File: src/verilog/rtcac_pkg.sv
// Constants, types and register map of the RTC alarm and
// oscillator control block.
// Assumes one 250 MHz clock and an AXI4-Lite register host.
// Summary of operation
// - control bit 2 reads the alarm flag
// - writing bit 2 sets auto reset only
// - alarm flag lasts at most one cycle
// - bit 1 starts set, self clears
// - bit 0 starts capture, self clears
// - oscillator control bit 7 enables gain control
// - bit 6 picks crystal or self oscillate
// - bit 5 enables bias doubling
// - bit 4 reads oscillation valid status
// - oscillator control bits 3:0 read zero
// - configuration bit 7 enables capacitance stepping
// - bit 6 shows capacitance reached target
// - bits 3:0 hold requested load capacitance
// - configuration bits 5:4 read zero
// - pin register bit 7 shorts oscillator pins
// - auto reset zeroes timer after alarm
// - set loads timer, capture copies timer
package rtcac_pkg;

	// ************************************************
	// Register map (word index, byte address = 4 x index)
	// ************************************************
	localparam int         ADDR_W   = 6;
	localparam logic [3:0] IDX_CAP0 = 4'h0; // Capture bytes 0..3
	localparam logic [3:0] IDX_CTL  = 4'h4; // Clock control
	localparam logic [3:0] IDX_XCN  = 4'h5; // Oscillator control
	localparam logic [3:0] IDX_XCF  = 4'h6; // Oscillator config
	localparam logic [3:0] IDX_PIN  = 4'h7; // Pin config
	localparam logic [3:0] IDX_ALM0 = 4'h8; // Alarm bytes 0..3
	localparam logic [3:0] IDX_LAST = 4'hB; // Highest index

	// ************************************************
	// Field positions
	// ************************************************
	localparam int B_ALARM = 2; // Alarm flag / auto reset
	localparam int B_SET   = 1; // Timer load request
	localparam int B_SNAP  = 0; // Timer snapshot request
	localparam int B_GAIN  = 7; // Gain control enable
	localparam int B_MODE  = 6; // Crystal mode select
	localparam int B_BIAS  = 5; // Bias doubling
	localparam int B_STEP  = 7; // Auto capacitance stepping
	localparam int B_SHORT = 7; // Pin short

	// ************************************************
	// Reset values and timing
	// ************************************************
	localparam logic [3:0]  CAP_TGT_RST = 4'h0;
	localparam logic [6:0]  PIN_RSV_RST = 7'h00;
	localparam logic [31:0] WORD_RST    = 32'h0000_0000;
	localparam int          CLK_MHZ     = 250;
	localparam int          STEP_NS     = 1000; // Step interval
	localparam logic [7:0]  STEP_CYC    = 8'(STEP_NS * CLK_MHZ / 1000);
	localparam logic [1:0]  RESP_OKAY   = 2'h0;
	localparam logic [1:0]  RESP_SLVERR = 2'h2;

	// Oscillator steering outputs
	typedef struct packed
	{
		logic       gain_en;   // Gain control enable
		logic       mode_xtal; // 1 crystal, 0 self oscillate
		logic       bias2;     // Bias doubling
		logic       pin_short; // Pins shorted
		logic [3:0] load_cap;  // Applied load capacitance
	} rtcac_osc_t;

	// Whole state of the top module
	typedef struct packed
	{
		logic              aw_h;    // Write address held
		logic              w_h;     // Write data held
		logic [ADDR_W-1:0] awa;     // Held write address
		logic [7:0]        wd;      // Held write byte
		logic              ws;      // Held lane 0 strobe
		logic              aw_rdy;
		logic              w_rdy;
		logic              b_v;
		logic [1:0]        bresp;
		logic              ar_rdy;
		logic              r_v;
		logic [7:0]        rd;
		logic [1:0]        rresp;
		logic              auto_rst;
		logic              set_req;
		logic              snap_req;
		logic              alarm_flag;
		logic              gain_en;
		logic              mode_xtal;
		logic              bias2;
		logic              step_en;
		logic [3:0]        cap_tgt;
		logic              pin_short;
		logic [6:0]        pin_rsv;
		logic [31:0]       timer;
		logic [31:0]       capture;
		logic [31:0]       alarm;
		logic [2:0]        vsync;   // Amplitude synchroniser
		logic              vld;
	} rtcac_state_t;

	// Address decode shared by read and write paths
	function automatic logic rtcac_map_ok(input logic [ADDR_W-1:0] a);
		return (a[1:0] == 2'h0) && (a[5:2] <= IDX_LAST);
	endfunction

endpackage

File: src/verilog/rtcac_cap_step.sv
// Load capacitance stepper: walks the applied value to the target.
// Assumes target and enable come from the same clock domain.
`timescale 1ns/100ps
module rtcac_cap_step
(
	input  wire logic       aclk,
	input  wire logic       aresetn,
	input  wire logic       step_en,
	input  wire logic [3:0] cap_tgt,
	output logic      [3:0] cap_now
);
	import rtcac_pkg::*;

	// ************************************************
	// State
	// ************************************************
	typedef struct packed
	{
		logic [7:0] cnt; // Step interval divider
		logic [3:0] cap; // Applied value
	} rtcac_step_t;

	rtcac_step_t s_ff;  // Registered state
	rtcac_step_t nxt_s; // Next state

	// Next state: one step per interval, or jump when disabled
	always_comb
	begin
		nxt_s = s_ff;
		if (s_ff.cnt == STEP_CYC - 8'h01)
			nxt_s.cnt = 8'h00;
		else
			nxt_s.cnt = s_ff.cnt + 8'h01;
		if (!step_en)
			nxt_s.cap = cap_tgt; // Direct load
		else if (s_ff.cnt == STEP_CYC - 8'h01)
		begin
			if (s_ff.cap < cap_tgt)
				nxt_s.cap = s_ff.cap + 4'h1;
			else if (s_ff.cap > cap_tgt)
				nxt_s.cap = s_ff.cap - 4'h1;
		end
	end

	// State register
	always_ff @(posedge aclk)
	begin
		if (!aresetn)
		begin
			s_ff.cnt <= 8'h00;
			s_ff.cap <= CAP_TGT_RST;
		end
		else
			s_ff <= nxt_s;
	end

	assign cap_now = s_ff.cap;

endmodule

File: src/verilog/rtcac_top.sv
// Top of the RTC alarm and oscillator control block: AXI4-Lite
// slave, alarm timer, request bits and oscillator settings.
// Assumes osc_amp_ok arrives asynchronously from the analog cell.
`timescale 1ns/100ps
module rtcac_top
(
	input  wire logic                       aclk,
	input  wire logic                       aresetn,
	input  wire logic [rtcac_pkg::ADDR_W-1:0] awaddr,
	input  wire logic                       awvalid,
	output logic                            awready,
	input  wire logic [31:0]                wdata,
	input  wire logic [3:0]                 wstrb,
	input  wire logic                       wvalid,
	output logic                            wready,
	output logic [1:0]                      bresp,
	output logic                            bvalid,
	input  wire logic                       bready,
	input  wire logic [rtcac_pkg::ADDR_W-1:0] araddr,
	input  wire logic                       arvalid,
	output logic                            arready,
	output logic [31:0]                     rdata,
	output logic [1:0]                      rresp,
	output logic                            rvalid,
	input  wire logic                       rready,
	input  wire logic                       osc_amp_ok,
	output logic                            alarm_event,
	output rtcac_pkg::rtcac_osc_t           osc_ctl
);
	import rtcac_pkg::*;

	rtcac_state_t s_ff;    // Registered state
	rtcac_state_t nxt_s;   // Next state
	logic [3:0]   cap_now; // Applied load capacitance
	logic         wr_do;   // Held write commits this cycle
	logic [3:0]   widx;    // Write word index
	logic [3:0]   ridx;    // Read word index
	logic         match;   // Alarm compare event
	logic         cap_rdy; // Capacitance reached target

	// ************************************************
	// Capacitance stepper
	// ************************************************
	rtcac_cap_step u_step
	(
		.aclk    (aclk),
		.aresetn (aresetn),
		.step_en (s_ff.step_en),
		.cap_tgt (s_ff.cap_tgt),
		.cap_now (cap_now)
	);

	// ************************************************
	// Next state logic
	// ************************************************
	always_comb
	begin
		nxt_s   = s_ff;
		widx    = s_ff.awa[5:2];
		ridx    = araddr[5:2];
		wr_do   = s_ff.aw_h && s_ff.w_h && !s_ff.b_v;
		match   = (s_ff.timer == s_ff.alarm) && !s_ff.alarm_flag;
		cap_rdy = (cap_now == s_ff.cap_tgt);

		// Amplitude status: three stages, update on agreement
		nxt_s.vsync = {s_ff.vsync[1:0], osc_amp_ok};
		if (s_ff.vsync[1] == s_ff.vsync[2])
			nxt_s.vld = s_ff.vsync[2];

		// Timer runs; alarm flag is a single pulse
		nxt_s.alarm_flag = match;
		nxt_s.timer = s_ff.timer + 32'h1;
		if (match && s_ff.auto_rst)
			nxt_s.timer = WORD_RST;
		if (s_ff.set_req)
		begin
			nxt_s.timer   = s_ff.capture;
			nxt_s.set_req = 1'b0;
		end
		if (s_ff.snap_req)
		begin
			nxt_s.capture  = s_ff.timer;
			nxt_s.snap_req = 1'b0;
		end

		// Address and data channels, taken in either order
		if (awvalid && s_ff.aw_rdy)
		begin
			nxt_s.aw_h = 1'b1;
			nxt_s.awa  = awaddr;
		end
		if (wvalid && s_ff.w_rdy)
		begin
			nxt_s.w_h = 1'b1;
			nxt_s.wd  = wdata[7:0];
			nxt_s.ws  = wstrb[0];
		end

		// Commit a held write; later writes win over clears
		if (wr_do)
		begin
			nxt_s.aw_h  = 1'b0;
			nxt_s.w_h   = 1'b0;
			nxt_s.b_v   = 1'b1;
			nxt_s.bresp = rtcac_map_ok(s_ff.awa) ? RESP_OKAY : RESP_SLVERR;
			if (rtcac_map_ok(s_ff.awa) && s_ff.ws)
			begin
				case (widx)
					IDX_CTL:
					begin
						nxt_s.auto_rst = s_ff.wd[B_ALARM];
						if (s_ff.wd[B_SET])
							nxt_s.set_req = 1'b1;
						if (s_ff.wd[B_SNAP])
							nxt_s.snap_req = 1'b1;
					end
					IDX_XCN:
					begin
						nxt_s.gain_en   = s_ff.wd[B_GAIN];
						nxt_s.mode_xtal = s_ff.wd[B_MODE];
						nxt_s.bias2     = s_ff.wd[B_BIAS];
					end
					IDX_XCF:
					begin
						nxt_s.step_en = s_ff.wd[B_STEP];
						nxt_s.cap_tgt = s_ff.wd[3:0];
					end
					IDX_PIN:
					begin
						nxt_s.pin_short = s_ff.wd[B_SHORT];
						nxt_s.pin_rsv   = s_ff.wd[6:0];
					end
					default:
					begin
						// Capture and alarm bytes, low byte at lowest index
						for (int i = 0; i < 4; i++)
						begin
							if (widx == IDX_CAP0 + 4'(i))
								nxt_s.capture[8*i +: 8] = s_ff.wd;
							if (widx == IDX_ALM0 + 4'(i))
								nxt_s.alarm[8*i +: 8] = s_ff.wd;
						end
					end
				endcase
			end
		end
		if (s_ff.b_v && bready)
			nxt_s.b_v = 1'b0;
		nxt_s.aw_rdy = !nxt_s.aw_h && !nxt_s.b_v;
		nxt_s.w_rdy  = !nxt_s.w_h && !nxt_s.b_v;

		// Read channel: data registered on acceptance
		if (s_ff.r_v && rready)
			nxt_s.r_v = 1'b0;
		if (arvalid && s_ff.ar_rdy)
		begin
			nxt_s.r_v   = 1'b1;
			nxt_s.rresp = rtcac_map_ok(araddr) ? RESP_OKAY : RESP_SLVERR;
			nxt_s.rd    = 8'h00;
			if (rtcac_map_ok(araddr))
			begin
				case (ridx)
					IDX_CTL:
						nxt_s.rd = {5'h00, s_ff.alarm_flag, s_ff.set_req, s_ff.snap_req};
					IDX_XCN:
						nxt_s.rd = {s_ff.gain_en, s_ff.mode_xtal, s_ff.bias2, s_ff.vld, 4'h0};
					IDX_XCF:
						nxt_s.rd = {s_ff.step_en, cap_rdy, 2'h0, s_ff.cap_tgt};
					IDX_PIN:
						nxt_s.rd = {1'b0, s_ff.pin_rsv}; // Short bit is write only
					default:
						nxt_s.rd = ridx[3] ? 8'(s_ff.alarm >> {ridx[1:0], 3'h0})
							: 8'(s_ff.capture >> {ridx[1:0], 3'h0});
				endcase
			end
		end
		nxt_s.ar_rdy = !nxt_s.r_v;
	end

	// ************************************************
	// State register
	// ************************************************
	always_ff @(posedge aclk)
	begin
		if (!aresetn)
		begin
			s_ff         <= '0;
			s_ff.cap_tgt <= CAP_TGT_RST;
			s_ff.pin_rsv <= PIN_RSV_RST;
			s_ff.timer   <= WORD_RST;
			s_ff.aw_rdy  <= 1'b1;
			s_ff.w_rdy   <= 1'b1;
			s_ff.ar_rdy  <= 1'b1;
		end
		else
			s_ff <= nxt_s;
	end

	// Outputs straight from state flops
	assign awready           = s_ff.aw_rdy;
	assign wready            = s_ff.w_rdy;
	assign bvalid            = s_ff.b_v;
	assign bresp             = s_ff.bresp;
	assign arready           = s_ff.ar_rdy;
	assign rvalid            = s_ff.r_v;
	assign rresp             = s_ff.rresp;
	assign rdata             = {24'h000000, s_ff.rd};
	assign alarm_event       = s_ff.alarm_flag;
	assign osc_ctl.gain_en   = s_ff.gain_en;
	assign osc_ctl.mode_xtal = s_ff.mode_xtal;
	assign osc_ctl.bias2     = s_ff.bias2;
	assign osc_ctl.pin_short = s_ff.pin_short;
	assign osc_ctl.load_cap  = cap_now;
endmodule

File: config.mk
export PLATFORM = sky130hd
export DESIGN_NAME = rtcac_top
export DESIGN_NICKNAME = d
export VERILOG_FILES = /design/src/verilog/rtcac_pkg.sv /design/src/verilog/rtcac_cap_step.sv /design/src/verilog/rtcac_top.sv
export SDC_FILE = /design/constraint.sdc
export NUM_CORES = 1
export LEC_CHECK = 0
export BUFFER_PORTS_ARGS = -buffer_cell sky130_fd_sc_hd__buf_2
export CAP_MARGIN = 20
export CELL_PAD_IN_SITES_DETAIL_PLACEMENT = 0
export CELL_PAD_IN_SITES_GLOBAL_PLACEMENT = 1
export CORE_MARGIN = 3
export CORE_UTILIZATION = 40
export DETAILED_ROUTE_END_ITERATION = 10
export HOLD_SLACK_MARGIN = 0.15
export PLACE_DENSITY = 0.8
export REMOVE_ABC_BUFFERS = 1
export SLEW_MARGIN = 20
export SYNTH_ARGS = -nofsm -noshare
export SYNTH_HDL_FRONTEND = slang
export SYNTH_SLANG_ARGS = --single-unit
File: constraint.sdc
create_clock -name aclk -period 2.85 [get_ports aclk]
set_input_delay 0.1425 -clock aclk [delete_from_list [all_inputs] [get_ports aclk]]
set_output_delay 0.1425 -clock aclk [all_outputs]
set_load 0.01 [all_outputs]
==> impl_metrics.tcl <==
set metrics [dict create \
    hold_viol 0 \
    dp_cells 1194 \
    antenna_found_initial 1 \
    drv_slew 0 \
    power.density_mw_per_mm2 531 \
    cp.arrival_ns 3.00 \
    yosysUniqueCellTypes 53 \
    dpl_cell_area_mm2 0.00851 \
    cp-end-kind "register" \
    hold_path.class "in -> reg" \
    maxCapViolations 0 \
    synth_area_mm2 0.00823 \
    cts_buffers 17 \
    worstRegToRegCells 12 \
    cts.sinks 164 \
    holdWs_ns 0.166 \
    crit_path_start_kind "register" \
    irDropWorstVdd_v 0.000375 \
    slowest_stage "or3_1" \
    r2r-end "u_step.cap_now[3]" \
    cp_cell_sequence "inv_1 > ha_1 > nor2b_1 > o21ai_1 > a21boi_1 > or2_2 > ha_1 > a21o_1 > a21oi_2 > nor3_2 > o2111a_1 > or3_1" \
    final_core_util_pct 47.0 \
    holdCritStartpoint "awvalid" \
    clk_latency_ns 0.43 \
    fin_nets 1037 \
    antenna_cells 0 \
    yosysSeqAreaShare_pct 39.9 \
    die_x_um 149 \
    drt-vias-per-instance 5.33 \
    route.detailed.drc 0 \
    cts_tree "done" \
    gr-usage-all-layers_pct 20.1 \
    max_stage_delay_ns 0.35 \
    core_area_mm2 0.0198 \
    finalCriticalPeriod_ns 2.69 \
    vias 6651 \
    grt_pass1_vias 6324 \
    worst_pin_slew_ns 0.802 \
    netlist_instances 938 \
    drtPass1Iterations 5 \
    die_height_um 149 \
    fin_cells 1249 \
    hold_path_depth 4 \
    synth_top_area_share_pct 39.9 \
    worstHoldEndpoint "s_ff[147]" \
    drive_gt1_share_pct 13.6 \
    crit_buf_inv 1 \
    synth_warnings 0 \
    fp-row-count 51 \
    critPathTopFamily "simple AND/OR/NAND/NOR gates" \
    drt-initial-drc-count 436 \
    synth-seq-cells 164 \
    ys_async_sr_fraction_pct 0 \
    stdcell_area_mm2 0.00933 \
    p_leak_nw 3.64 \
    regToRegSetupSlack_ns 0.16 \
    timing.final.crit_share_pct 94.3 \
    place_ws_ns 0.0258 \
    cts-root-buf "clkbuf_16" \
    clockBufferDepth 2 \
    synth_largest_area_cell "dfxtp_1" \
    crit_required_ns 3.16 \
    finalSetupViolations 0 \
    grt_max_degree 115 \
    fmax_mhz 372 \
    die-area_mm2 0.0223 \
    grt_pass1_wl_um 35100 \
    hpwl_um 14700 \
    wl_per_cell_um 17.6 \
    status "finished clean" \
    htreeDepth 4 \
    drt_wl_total_um 22000 \
    synth-main-ff-cell "dfxtp_1" \
    max_slew_margin_pct 46.5 \
    reg2reg_from "s_ff[109]" \
    setup_ws_ns 0.163 \
    start_util_pct 41.5 \
    ys_top_cells_by_area "dfxtp_1 (40%), mux2i_1 (10%), xor2_1 (5.5%)" \
    ioPinCount 106 \
    area_delta_synth_final_pct 13.3 \
    synth_edf_count 0 \
    portBuffers 52 \
    fin_tns_setup_ns 0 \
    ant_nets 0 \
    avgSynthCellArea_um2 8.77 \
    clkTransAtPathRegs_ns 0.07 \
    finalPower_mw 4.95 \
    overflow 0 \
    cp_max_fo 2 \
    finClkSkew_ns 0.00846 \
    gp_congestion 0.853 \
    critPathKind "reg -> reg" \
    cp_common_cell "ha_1" \
]
-- where the power goes --
| group | internal [mW] | switching [mW] |
|---|---|---|
| registers | 2.33 | 0.0767 |
| clock network | 1.28 | 0.961 |
| logic | 0.116 | 0.186 |
| total | 3.73 | 1.22 |
-- registers in the layout (all words and copies together) (netlist names), 2 cells and up --
| register | flops |
|---|---|
| u_step.s_ff | 8 |
| osc_ctl | 4 |
| rdata | 8 |
| s_ff | 130 |
| nxt_s | 2 |
| u_step.cap_now | 4 |
-- worst max-delay path by stage --
| stage | endpoint | slack [ns] | start | cells past startpoint |
|---|---|---|---|---|
| finish | u_step.cap_now[3] | 0.16 | s_ff[109] | 12 |
| global route | u_step.cap_now[3] | -0.02 | s_ff[109] | 12 |
| CTS | u_step.cap_now[3] | 0.02 | s_ff[109] | 12 |
| detailed placement | u_step.cap_now[3] | 0.03 | s_ff[109] | 12 |
| global placement | u_step.cap_now[3] | 0.06 | s_ff[109] | 12 |
| floorplan | s_ff[70] | -0.1 | aresetn | 3 |
-- final cells by class --
type / count / area (um^2)
Clock inverter: 10 / 97.6
Tap cell: 265 / 332
Sequential cell: 164 / 3290
Clock buffer: 22 / 474
Fill cell: 1916 / 10500
Inverter: 15 / 57.6
Timing Repair Buffer: 95 / 663
Multi-Input combinational cell: 678 / 4420
-- worst register-to-register path, delay by kind of cell, from the launching register on --
family | cells | cell delay, ns
buf+inv | 1 | 0.04
compound gates | 5 | 0.81
simple gates | 4 | 0.84
flops | 1 | 0.33
fa+ha+maj | 2 | 0.54
-- cells in the final DEF (no fill, tap or decap), drive strengths merged, types with 11 or more instances in the layout --
cell | netlist | final
a211oi | 40 | 40
a21oi | 52 | 52
and3 | 12 | 12
buf | 59 | 73
clkbuf | 47 | 22
conb | 1 | 26
dfxtp | 164 | 164
dlygate4sd3 | 0 | 22
inv | 14 | 17
mux2i | 82 | 82
nand2 | 106 | 106
nand3 | 43 | 43
nor2 | 94 | 94
nor2b | 12 | 12
nor3 | 11 | 11
nor4 | 11 | 11
o21ai | 45 | 45
xnor2 | 17 | 17
xor2 | 52 | 52
-- repair_timing --
item | 4_1_cts | 5_1_grt
hold endpoints to repair | 26 | 0
buffers inserted | 0 | 1
gates resized for setup | 0 | 6
hold buffers | 22 | 0
setup endpoints to repair | 0 | 1
-- Yosys cell counts (all sizes together), types with 2 or more instances --
library cell and count:
a21oi 52, nand2b 2, a211oi 40, nand3 43, buf 59, xnor2 17, nor2 94, nor3b 2
mux2i 82, nor4 11, nor2b 12, clkbuf 47, and4 6, dfxtp 164, nor3 11, o21ai 45
or2 2, mux4 10, and2 9, xor2 52, and3 12, a22oi 10, ha 9, inv 14
nand2 106, or3 3, mux2 3, nand4 7
-- logic make-up (layout without fill, tap and decap cells) --
logic type	Yosys count	after routing	share of synthesized area, %
compound gates	156	156	11.6
xor+xnor	69	69	7.34
fa+ha+maj	10	10	1.61
buf+inv	121	142	7.81
flops	164	164	39.9
mux	95	95	13.1
other cells	1	26	0.0456
simple gates	322	322	18.6
-- metal layers --
metal | wire length [um] | global-route usage [%] | vias up
li1 | - | - | 3250
met1 | 10700 | 29.3 | 3218
met2 | 10100 | 31.3 | 169
met3 | 1050 | 3.42 | 14
met4 | 226 | 4.39 | 0
met5 | 0 | 0 | -
No activity file was read; power rests on OpenSTA's default activity.
